<file path="src/tcsm_pkg.sv">
package tcsm_pkg;

  // ------------------------------------------------------------
  // Status register indices
  // ------------------------------------------------------------
  localparam logic [4:0] STAT_CHANNEL_BER_LOW       = 5'h0D;
  localparam logic [4:0] STAT_CHANNEL_BER_HIGH      = 5'h0E;
  localparam logic [4:0] STAT_CORRECTED_ERRORS_LOW  = 5'h0F;
  localparam logic [4:0] STAT_CORRECTED_ERRORS_HIGH = 5'h10;
  localparam logic [4:0] STAT_WINDOW_ERRORS_BYTE0   = 5'h11;
  localparam logic [4:0] STAT_WINDOW_ERRORS_BYTE1   = 5'h12;
  localparam logic [4:0] STAT_WINDOW_ERRORS_BYTE2   = 5'h13;
  localparam logic [4:0] STAT_TOTAL_ERRORS_BYTE0    = 5'h14;
  localparam logic [4:0] STAT_TOTAL_ERRORS_BYTE1    = 5'h15;
  localparam logic [4:0] STAT_TOTAL_ERRORS_BYTE2    = 5'h16;
  localparam logic [4:0] STAT_TOTAL_ERRORS_BYTE3    = 5'h17;
  localparam logic [4:0] STAT_TOTAL_BITS_BYTE0      = 5'h18;
  localparam logic [4:0] STAT_TOTAL_BITS_BYTE1      = 5'h19;
  localparam logic [4:0] STAT_TOTAL_BITS_BYTE2      = 5'h1A;
  localparam logic [4:0] STAT_TOTAL_BITS_BYTE3      = 5'h1B;

  // ------------------------------------------------------------
  // Field positions and measurement constants
  // ------------------------------------------------------------
  localparam int          CRC_FAIL_BIT       = 4;
  localparam int          CORR_HIGH_WIDTH    = 4;
  localparam logic [10:0] CHAN_SPAN_BITS     = 11'h400;
  localparam logic [3:0]  CHAN_REFRESH_LAST  = 4'hF;
  localparam logic [19:0] WINDOW_LAST_BIT    = 20'hF423F;
  localparam logic [10:0] PRBS_SEED          = 11'h7FF;
  localparam int          PRBS_TAP_HI        = 10;
  localparam int          PRBS_TAP_LO        = 8;
  localparam logic [5:0]  UW_MIN_MATCH       = 6'h1C;
  localparam int          UW_WIDTH           = 32;
  localparam logic [31:0] UW_PATTERN_DEFAULT = 32'h1ACFFC1D;

  // ------------------------------------------------------------
  // Carriers
  // ------------------------------------------------------------
  typedef struct packed {
    logic encoder_busy;
    logic decoder_busy;
    logic encoder_in_frames;
    logic encoder_out_nonempty;
    logic decoder_in_frames;
    logic decoder_out_nonempty;
    logic uw_insert;
    logic frame_lock;
  } tcsm_activity_type;

  typedef struct packed {
    logic [15:0] channel_ber;
    logic [11:0] corrected;
    logic        crc_fail;
    logic [23:0] window_errors;
    logic [31:0] total_errors;
    logic [31:0] total_bits;
  } tcsm_snapshot_type;

  typedef struct packed {
    logic [5:0] pin_out;
    logic [5:0] pin_oe;
  } tcsm_test_pins_type;

endpackage

</file>
<file path="src/tcsm_status_monitor.sv">
// Functional notes
// - Count unique word bit errors over 1024 bits
// - Refresh channel error result every 16 frames
// - Compare decoded bits against local PRBS-11
// - Window error count over 1,000,000 decoded bits
// - Window count latched at the end of every window, next starts immediately
// - Cumulative 32-bit decoded error counter
// - Cumulative 32-bit decoded bit counter
// - First channel byte read snapshots all values
// - Status registers are read-only
// - Encoder idle high when encoder empty
// - Decoder idle high when decoder empty
// - Unique word detect at 28 of 32
// - Tester error pulse per bad decoded bit
// - Unique word transmit enable indicator
// - Frame lock high while preambles on time
// - Encoder input flag: full frame ready
// - Encoder output flag: buffer non-empty
// - Decoder input flag: full frame ready
// - Decoder output flag: buffer non-empty
// - Special test points driven only when enabled
// - Strip unique word before correction when enabled
// - Reference is 2047-bit 11-stage sequence
`timescale 1ns/100ps
`default_nettype none

module tcsm_status_monitor
  import tcsm_pkg::*;
#(
  parameter logic [31:0] UW_PATTERN = UW_PATTERN_DEFAULT
)
(
  input  wire logic              clk,
  input  wire logic              rst,
  // Received coded hard bits
  input  wire logic              rx_bit,
  input  wire logic              rx_bit_valid,
  input  wire logic              rx_uw_sync_enable,
  input  wire logic              rx_uw_bit_valid,
  input  wire logic              rx_frame_start,
  // Per-frame decoder results
  input  wire logic [11:0]       frame_corrected,
  input  wire logic              frame_crc_fail,
  input  wire logic              frame_result_valid,
  // Decoder output stream
  input  wire logic              dec_bit,
  input  wire logic              dec_bit_valid,
  // Datapath activity
  input  wire tcsm_activity_type activity,
  input  wire logic              test_point_enable,
  // Status register read port
  input  wire logic [4:0]        stat_addr,
  input  wire logic              stat_read,
  input  wire logic              stat_write,
  input  wire logic [7:0]        stat_wdata,
  output logic [7:0]             stat_rdata,
  // Data to the correction stage
  output logic                   corr_bit,
  output logic                   corr_bit_valid,
  // Test points
  output logic                   encoder_idle,
  output logic                   decoder_idle,
  output logic                   uw_detect_indicator,
  output logic                   tester_error_pulse,
  output logic                   uw_transmit_indicator,
  output tcsm_test_pins_type     special_pins
);

  // ------------------------------------------------------------
  // Unique word detection and stripping
  // ------------------------------------------------------------
  logic [31:0] uw_shift_reg;
  logic [5:0]  uw_match_count;
  logic        uw_detect_reg;

  always_comb
  begin
    uw_match_count = 6'h00;
    for (int i = 0; i < UW_WIDTH; i++)
    begin
      uw_match_count = uw_match_count + {5'h00, ~(uw_shift_reg[i] ^ UW_PATTERN[i])};
    end
  end

  always_ff @(posedge clk)
  begin
    if (rst)
    begin
      uw_shift_reg  <= 32'h00000000;
      uw_detect_reg <= 1'b0;
    end
    else
    begin
      if (rx_bit_valid)
      begin
        uw_shift_reg <= {uw_shift_reg[30:0], rx_bit};
      end
      uw_detect_reg <= (uw_match_count >= UW_MIN_MATCH);
    end
  end

  // Unique word bits reach the correction stage only while rx_uw_sync_enable is low
  always_ff @(posedge clk)
  begin
    if (rst)
    begin
      corr_bit       <= 1'b0;
      corr_bit_valid <= 1'b0;
    end
    else
    begin
      corr_bit       <= rx_bit;
      corr_bit_valid <= rx_bit_valid && !(rx_uw_sync_enable && rx_uw_bit_valid);
    end
  end

  // ------------------------------------------------------------
  // Channel bit error measurement
  // ------------------------------------------------------------
  logic [4:0]  uw_bit_index_reg;
  logic [10:0] chan_bits_reg;
  logic [15:0] chan_errs_reg;
  logic [15:0] channel_ber_reg;
  logic        chan_done_reg;
  logic [3:0]  frame_count_reg;
  logic        uw_ref_bit;

  assign uw_ref_bit = UW_PATTERN[~uw_bit_index_reg];

  always_ff @(posedge clk)
  begin
    if (rst)
    begin
      uw_bit_index_reg <= 5'h00;
      chan_bits_reg    <= 11'h000;
      chan_errs_reg    <= 16'h0000;
      chan_done_reg    <= 1'b0;
    end
    else if (rx_bit_valid && rx_uw_bit_valid && !chan_done_reg)
    begin
      uw_bit_index_reg <= uw_bit_index_reg + 5'h01;
      chan_errs_reg    <= chan_errs_reg + {15'h0000, rx_bit ^ uw_ref_bit};
      chan_bits_reg    <= chan_bits_reg + 11'h001;
      if (chan_bits_reg + 11'h001 == CHAN_SPAN_BITS)
      begin
        chan_done_reg <= 1'b1;
      end
    end
    else if (rx_frame_start && frame_count_reg == CHAN_REFRESH_LAST)
    begin
      uw_bit_index_reg <= 5'h00;
      chan_bits_reg    <= 11'h000;
      chan_errs_reg    <= 16'h0000;
      chan_done_reg    <= 1'b0;
    end
  end

  always_ff @(posedge clk)
  begin
    if (rst)
    begin
      frame_count_reg <= 4'h0;
      channel_ber_reg <= 16'h0000;
    end
    else if (rx_frame_start)
    begin
      frame_count_reg <= frame_count_reg + 4'h1;
      if (frame_count_reg == CHAN_REFRESH_LAST)
      begin
        channel_ber_reg <= chan_errs_reg;
      end
    end
  end

  // ------------------------------------------------------------
  // Per-frame correction results
  // ------------------------------------------------------------
  logic [11:0] corrected_reg;
  logic        crc_fail_reg;

  always_ff @(posedge clk)
  begin
    if (rst)
    begin
      corrected_reg <= 12'h000;
      crc_fail_reg  <= 1'b0;
    end
    else if (frame_result_valid)
    begin
      corrected_reg <= frame_corrected;
      crc_fail_reg  <= frame_crc_fail;
    end
  end

  // ------------------------------------------------------------
  // Decoded bit error tester
  // ------------------------------------------------------------
  logic [10:0] prbs_reg;
  logic        prbs_ref;
  logic        dec_error;
  logic        tester_error_reg;
  logic [19:0] window_bits_reg;
  logic [23:0] window_count_reg;
  logic [23:0] window_errors_reg;
  logic [31:0] total_errors_reg;
  logic [31:0] total_bits_reg;

  // x^11 + x^9 + 1, period 2047
  assign prbs_ref  = prbs_reg[PRBS_TAP_HI] ^ prbs_reg[PRBS_TAP_LO];
  assign dec_error = dec_bit_valid && (dec_bit != prbs_ref);

  // Self-synchronising: the reference loads decoded bits so it locks to the stream
  always_ff @(posedge clk)
  begin
    if (rst)
    begin
      prbs_reg         <= PRBS_SEED;
      tester_error_reg <= 1'b0;
    end
    else
    begin
      if (dec_bit_valid)
      begin
        prbs_reg <= {prbs_reg[9:0], dec_bit};
      end
      tester_error_reg <= dec_error;
    end
  end

  always_ff @(posedge clk)
  begin
    if (rst)
    begin
      window_bits_reg   <= 20'h00000;
      window_count_reg  <= 24'h000000;
      window_errors_reg <= 24'h000000;
    end
    else if (dec_bit_valid)
    begin
      if (window_bits_reg == WINDOW_LAST_BIT)
      begin
        window_errors_reg <= window_count_reg + {23'h000000, dec_error};
        window_count_reg  <= 24'h000000;
        window_bits_reg   <= 20'h00000;
      end
      else
      begin
        window_count_reg <= window_count_reg + {23'h000000, dec_error};
        window_bits_reg  <= window_bits_reg + 20'h00001;
      end
    end
  end

  always_ff @(posedge clk)
  begin
    if (rst)
    begin
      total_errors_reg <= 32'h00000000;
      total_bits_reg   <= 32'h00000000;
    end
    else if (dec_bit_valid)
    begin
      total_errors_reg <= total_errors_reg + {31'h00000000, dec_error};
      total_bits_reg   <= total_bits_reg + 32'h00000001;
    end
  end

  // ------------------------------------------------------------
  // Snapshot and read decode
  // ------------------------------------------------------------
  tcsm_snapshot_type snap_reg;
  tcsm_snapshot_type live;

  assign live = '{channel_ber:   channel_ber_reg,
                  corrected:     corrected_reg,
                  crc_fail:      crc_fail_reg,
                  window_errors: window_errors_reg,
                  total_errors:  total_errors_reg,
                  total_bits:    total_bits_reg};

  always_ff @(posedge clk)
  begin
    if (rst)
    begin
      snap_reg <= '0;
    end
    else if (stat_read && stat_addr == STAT_CHANNEL_BER_LOW)
    begin
      snap_reg <= live;
    end
  end

  // Writes are accepted on the port but change nothing
  logic [7:0] read_next;

  always_comb
  begin
    read_next = 8'h00;
    unique case (stat_addr)
      STAT_CHANNEL_BER_LOW:       read_next = live.channel_ber[7:0];
      STAT_CHANNEL_BER_HIGH:      read_next = snap_reg.channel_ber[15:8];
      STAT_CORRECTED_ERRORS_LOW:  read_next = snap_reg.corrected[7:0];
      STAT_CORRECTED_ERRORS_HIGH:
      begin
        read_next = {3'h0, snap_reg.crc_fail, snap_reg.corrected[11:8]};
      end
      STAT_WINDOW_ERRORS_BYTE0:   read_next = snap_reg.window_errors[7:0];
      STAT_WINDOW_ERRORS_BYTE1:   read_next = snap_reg.window_errors[15:8];
      STAT_WINDOW_ERRORS_BYTE2:   read_next = snap_reg.window_errors[23:16];
      STAT_TOTAL_ERRORS_BYTE0:    read_next = snap_reg.total_errors[7:0];
      STAT_TOTAL_ERRORS_BYTE1:    read_next = snap_reg.total_errors[15:8];
      STAT_TOTAL_ERRORS_BYTE2:    read_next = snap_reg.total_errors[23:16];
      STAT_TOTAL_ERRORS_BYTE3:    read_next = snap_reg.total_errors[31:24];
      STAT_TOTAL_BITS_BYTE0:      read_next = snap_reg.total_bits[7:0];
      STAT_TOTAL_BITS_BYTE1:      read_next = snap_reg.total_bits[15:8];
      STAT_TOTAL_BITS_BYTE2:      read_next = snap_reg.total_bits[23:16];
      STAT_TOTAL_BITS_BYTE3:      read_next = snap_reg.total_bits[31:24];
      default:                    read_next = 8'h00;
    endcase
  end

  always_ff @(posedge clk)
  begin
    if (rst)
    begin
      stat_rdata <= 8'h00;
    end
    else if (stat_read && !stat_write)
    begin
      stat_rdata <= read_next;
    end
  end

  // ------------------------------------------------------------
  // Test points
  // ------------------------------------------------------------
  logic [5:0] pins_reg;

  always_ff @(posedge clk)
  begin
    if (rst)
    begin
      encoder_idle          <= 1'b0;
      decoder_idle          <= 1'b0;
      uw_transmit_indicator <= 1'b0;
      pins_reg              <= 6'h00;
    end
    else
    begin
      encoder_idle          <= !activity.encoder_busy;
      decoder_idle          <= !activity.decoder_busy;
      uw_transmit_indicator <= activity.uw_insert;
      pins_reg[0]           <= activity.frame_lock;
      pins_reg[1]           <= activity.encoder_in_frames;
      pins_reg[2]           <= activity.encoder_out_nonempty;
      pins_reg[3]           <= activity.decoder_in_frames;
      pins_reg[4]           <= activity.decoder_out_nonempty;
      pins_reg[5]           <= 1'b0;
    end
  end

  assign uw_detect_indicator   = uw_detect_reg;
  assign tester_error_pulse    = tester_error_reg;
  assign special_pins.pin_out  = pins_reg;
  assign special_pins.pin_oe   = {1'b0, {5{test_point_enable}}};

endmodule

`default_nettype wire

</file>
<file path="config.mk">
export PLATFORM = sky130hd
export DESIGN_NAME = tcsm_status_monitor
export DESIGN_NICKNAME = d
export VERILOG_FILES = /design/src/tcsm_pkg.sv /design/src/tcsm_status_monitor.sv
export SDC_FILE = /design/constraint.sdc
export NUM_CORES = 1
export LEC_CHECK = 0
export CAP_MARGIN = 20
export CORE_MARGIN = 2
export CORE_UTILIZATION = 55
export DETAILED_ROUTE_END_ITERATION = 10
export DONT_BUFFER_PORTS = 1
export PLACE_DENSITY_LB_ADDON = 0.15
export SYNTH_ARGS = -nofsm -noshare
export SYNTH_HDL_FRONTEND = slang
export SYNTH_SLANG_ARGS = --single-unit
export TNS_END_PERCENT = 5
</file>
<file path="constraint.sdc">
create_clock -name clk -period 4.45 [get_ports clk]
set_clock_uncertainty 0.05 [all_clocks]
set_input_delay 0.2225 -clock clk [delete_from_list [all_inputs] [get_ports clk]]
set_output_delay 0.2225 -clock clk [all_outputs]
set_load 0.1 [all_outputs]
</file>
# == After elaboration in Yosys (flattened, before gate mapping) ==
# Memories as Yosys holds them, arrays and structs flattened.
# Cells that the tools add are included.
# totals
register_bits,379
out_inout_bits,27
input_bits,47
n_memories,1
mem_bits_rw,0
rom_bits,32
latch_bits,0
elab_cells,139
# memory_table
memory,depth,word_bits,rd,rd_clocked_by_memory_dff,wr,line_no,rtl
(name not given),32,1,1,0,0,tcsm_status_monitor.sv:128,assign uw_ref_bit = UW_PATTERN[~uw_bit_index_reg];
# classes
eq_ne,20
bitwise_logic,16
n_div,0
shift,0
addsub,39
n_mul,0
n_reduce_logical,17
n_lt_le_gt_ge,2
mux,13
# ops
cell,count
$add 6x1->6,26
$pmux 8 s15,1
$eq 5x5->1 const B,12
$add 32x1->32,1
$add 32x1->32 const B,1
$mux 16,2
$add 24x1->24,1
$mux 24,1
$mux 11,2
$add 20x1->20 const B,1
$eq 20x20->1 const B,1
$mux 20,1
$add 16x1->16,1
$eq 5x4->1 const B,3
$not 1->1,13
$add 11x1->11 const B,1
$eq 11x11->1 const B,1
$mux 5,2
$logic_and 1x1->1,8
$add 5x1->6,1
$ge 6x5->1 const B,1
$lt 5x6->1 const B,1
$reduce_and 2->1,3
$add 4x1->5,1
13 further kinds,21

# == Logic depth before layout (Yosys ltp) ==
# depth
word_depth,33
ltp_mapped,18
depth_no_buf,18

# == Worst setup path before layout ==
# OpenSTA, ideal clock, no wires.
# synth_timing
kind,register to register
startpoint,register uw_shift_reg[0]
endpoint,register uw_detect_reg (netlist: uw_detect_indicator)
stages_incl_launch_ff,17
slack_ns,-0.347
n_path_buf,0
t_arrival_ns,4.614
setup_ns,0.132
cell_sequence,dfxtp_1 > inv_1 > fa_1 > inv_1 > fa_1 > fa_1 > fa_1 > fa_1 > inv_1 > fa_1 > inv_1 > ha_1 > a2111o_1 > a21oi_1 > a21oi_1 > o21ai_0 > a21oi_1
# synth_via
elab_chain_len,32
# synth_rtl
element,line_no,rtl
from (decl),tcsm_status_monitor.sv:72,logic [31:0] uw_shift_reg;
from (signal assigned),tcsm_status_monitor.sv:96,"uw_shift_reg <= {uw_shift_reg[30:0], rx_bit};"
$add 1x1->2,tcsm_status_monitor.sv:81,"uw_match_count = uw_match_count + {5'h00, ~(uw_shift_reg[i] ^ UW_PATTERN[i])};"
$add 2x1->3,tcsm_status_monitor.sv:81,
$add 3x1->4,tcsm_status_monitor.sv:81,
$add 4x1->5,tcsm_status_monitor.sv:81,
$add 5x1->6,tcsm_status_monitor.sv:81,
$add 6x1->6 (26 in a row),tcsm_status_monitor.sv:81,
$ge 6x5->1,tcsm_status_monitor.sv:98,uw_detect_reg <= (uw_match_count >= UW_MIN_MATCH);
to (signal assigned),tcsm_status_monitor.sv:98,
to (decl),tcsm_status_monitor.sv:74,logic uw_detect_reg;
# Every way passes these cells.
# A chain may end at the register's enable or synchronous reset.

# == Worst setup path in the final report ==
# Same ends and word-level chain as after synthesis.

==> results.md <==
- ANT nets after route: 0
- Largest net degree at the start of global routing: 310
- CP max FO: 3
- Period minus WS final: about 4.7 ns
- Layout cell share with drive strength beyond 1: between 6 and 7%
- Io pins: between 70 and 80
- Max clock buf depth: 3
- Arrival time at the worst endpoint: 5.04 ns
- Clock transition at path regs: ~0.06 ns
- GPL Wtd Cong: 0.931
- Synth Area in Compound Gates: about 12%
- Number of enable flip-flop cells after synthesis: 0
- GRT Resource Usage Total: ~28%
- Via Count: approximately 15,000
- Rows: 63
- RSZ-0062 raised after global routing: yes
- Setup crit end kind: register
- Grt total ovfl: 0
- Post-Place Cells: between 2,000 and 2,500
- CORE AREA: around 30,000 um^2
- First-pass GRT wire length: 71,300 um
- Layout fillers: 2,151
- Max Slew Vio Count: 0
- MaxCap Viol Count: 0
- Internal power: 5.75 mW
- Power per standard cell area: about 340 nW/um^2
- Result of the run: finished with violations
- IO buf count: 0
- Critical path required time: approximately 4.8 ns
- Finished Layout Cells: 2,621
- Clock buffer count from CTS: 40
- Synth top area share: approximately 45%
- Final hold slack: -0.0128 ns
- Synth top area cells: dfxtp_1 (45%), nand2_1 (7.3%), a21oi_1 (5.5%), mux2i_1 (4.5%), nor2_1 (4.2%)
- Htree depth: 2
- WS Path Type: register to register
- Die Span Y: roughly 180 um
- Routed WL per cell: about 17 um
- Mux share of post-synthesis cell area: just under 5%
- Initial antenna violation count: 0
- Failing checks: hold timing, setup timing
- Max VDD drop: between 200 and 250 uV
- Period Utilization, post-route: 105%
- NetSw: about 1.5 mW
- Sequential fraction of the synthesis area: 44.6%
- Fin util: 72.5%
- First DRT Iteration DRCs: between 1,000 and 1,500
- Clk sinks: 370
- Drt via density: between 5 and 6
- Synth Area in XOR/XNOR: under 10%
- Initial Util: between 50% and 60%
- Slew at the pin closest to its max-slew limit: 1.11 ns
- Final setup TNS: -0.243 ns
- Mean Syn Cell Area: around 8.6 um^2
- CTS tree: built
- Largest family of logic cells by synthesized area: simple AND/OR/NAND/NOR gates
- Post-Syn Instances: roughly 1,900
- Final Hold Viols: 1
- DR pass1 iterations: 5
- Lkg Pwr: between 8 and 9 nW
- Max reg flops: between 100 and 150
- Combinational share of power: 3.6%
- Post-synthesis instance area: between 15,000 and 20,000 um^2
- DIE WIDTH: between 150 and 200 um
- Full die area: between 30,000 and 40,000 um^2
- Vias in the first global route: about 14,000
- Area grow syn2layout: 29.8%
- Switching share of power: between 20% and 30%
- Seq pwr share: about 47%
- Final setup viols: 1
- Top_reg_cell synth: dfxtp_1
- Detailed placement HPWL: around 25,000 um
- Number of diodes: 0
- Async SR Flop Fraction: 0%
- Area leader, netlist: dfxtp_1
- Fmax: ~210 MHz
- Synth Area in Adders: about 4.3%
- Placed Instance Area: about 17,000 um^2
- Nets@finish: 2,291
- Post-synthesis simple-gate area fraction: ~23%
- Post-synth cell types: 77
- Final worst slack: -0.243 ns
- Skew-Pair Late Insertion Delay: around 0.53 ns
- DRC Markers: 0
- Yosys reg bits: 370
- Design Area, Final: 21,500 um^2
- Yosys warnings: 0
- Clk pwr share: 49.7%
- Min-delay worst type: primary input to register
- Clock root cell: clkbuf_16
- Cts hold-fix bufs: between 300 and 400
- Worst Setup Start Kind: register
- Total wire length: around 43,000 um
- Relative slew slack: between 20% and 30%
per-stage QoR:
step	setup slack, ns	power [mW]
CTS	-0.180	7.31
floorplan	-0.0349	3.70
global placement	-0.122	3.65
global route	-0.366	7.49
finish	-0.243	7.28
detailed placement	-0.221	3.66
cell families (layout without fill, tap and decap cells):
family                     Yosys count  after routing
buffers and inverters              198            496
DFF                                370            370
and+or+nand+nor                    788            788
AOI/OAI and AO/OA                  340            340
adders and majority gates           42             42
xor gates and xnor gates           112            112
other                                1              2
muxes                               81             81
layout make-up:
class	instances	area, um^2	share of cell area (%)
inverter	69	259	1.20
clock inverter	11	210	0.975
sequential	370	7410	34.4
clock buffer	60	1250	5.79
timing repair buffer	356	3520	16.3
tap	390	488	2.26
multi-input combinational	1365	8410	39.0
critical path, cell delays in order, from the launching register on:
cell and delay (ns):
dfxtp_2 0.32, inv_1 0.05, fa_1 0.55, inv_2 0.05
fa_2 0.44, fa_1 0.50, inv_1 0.05, fa_2 0.53
fa_2 0.44, fa_1 0.50, inv_1 0.07, ha_4 0.17
a2111o_1 0.43, a21oi_1 0.15, a21oi_1 0.06, o21ai_1 0.12
a21oi_1 0.08
cell usage in the layout (no fill, tap or decap), types with 25 or more instances in the layout:
cell / n
xor2_1: 44
dfxtp_1: 366
clkbuf_16: 41
o21ai_0: 33
mux2i_1: 74
xnor2_1: 68
nor2_1: 184
buf_4: 25
a21oi_1: 183
nand3_1: 51
nor3_1: 40
inv_1: 63
nand4_1: 39
nand2_1: 324
and3_1: 29
dlygate4sd3_1: 328
synth_stat cells (4+ instances only):
master	number
inv_1	68
nor3b_1	4
dfxtp_1	370
or3_1	12
buf_1	10
nand4_1	39
clkbuf_1	76
a311oi_1	4
or4_1	4
and3b_1	6
nor3_1	40
a32oi_1	13
nor2b_1	14
nand2_1	324
fa_1	24
ha_1	18
mux2_2	7
nor4_2	4
xnor2_1	68
xor2_1	44
nor4_1	8
buf_4	12
and4_1	19
nand2b_1	12
buf_2	28
mux2i_1	74
and2_1	12
a21oi_1	183
a32o_1	5
o211ai_1	6
a31oi_1	19
o21ai_0	36
nor2_1	184
a22o_1	7
a22oi_1	23
nand3_1	51
and3_1	29
a211oi_1	13
path summary, 6_finish.rpt:
path	end	slack [ns]	start	cells past startpoint
worst min register to register	prbs_reg[4]$_SDFFE_PP1P_	0.42	prbs_reg[3]$_SDFFE_PP1P_	2
worst max register to register	uw_detect_indicator$_SDFF_PP0_	-0.24	uw_shift_reg[0]$_SDFFE_PP0P_	16
worst min-delay path	uw_detect_indicator$_SDFF_PP0_	-0.01	rst	1
worst max-delay path	uw_detect_indicator$_SDFF_PP0_	-0.24	uw_shift_reg[0]$_SDFFE_PP0P_	16
layer usage:
| layer | track usage, % | share of wire [%] |
|---|---|---|
| met5 | 0 | 0 |
| met1 | 34.8 | 43 |
| met3 | 4.63 | 5.3 |
| met4 | 12.5 | 4.6 |
| met2 | 46.1 | 47 |
timing repair:
item	CTS	global route
endpoints found under the setup margin	1	1
resized for setup	7	8
cloned	0	0
pin swaps	5	7
buffers inserted	0	2
hold endpoints to repair	326	1
power groups by stage:
stage | Combinational (mW) | Clock, mW | Sequential, mW
3_5_place_dp | 0.191 | 0 | 3.47
6_report | 0.263 | 3.62 | 3.40
2_1_floorplan | 0.235 | 0 | 3.47
4_1_cts | 0.250 | 3.66 | 3.40
5_1_grt | 0.288 | 3.81 | 3.40
3_3_place_gp | 0.185 | 0 | 3.47
No activity file was read; power rests on OpenSTA's default activity.
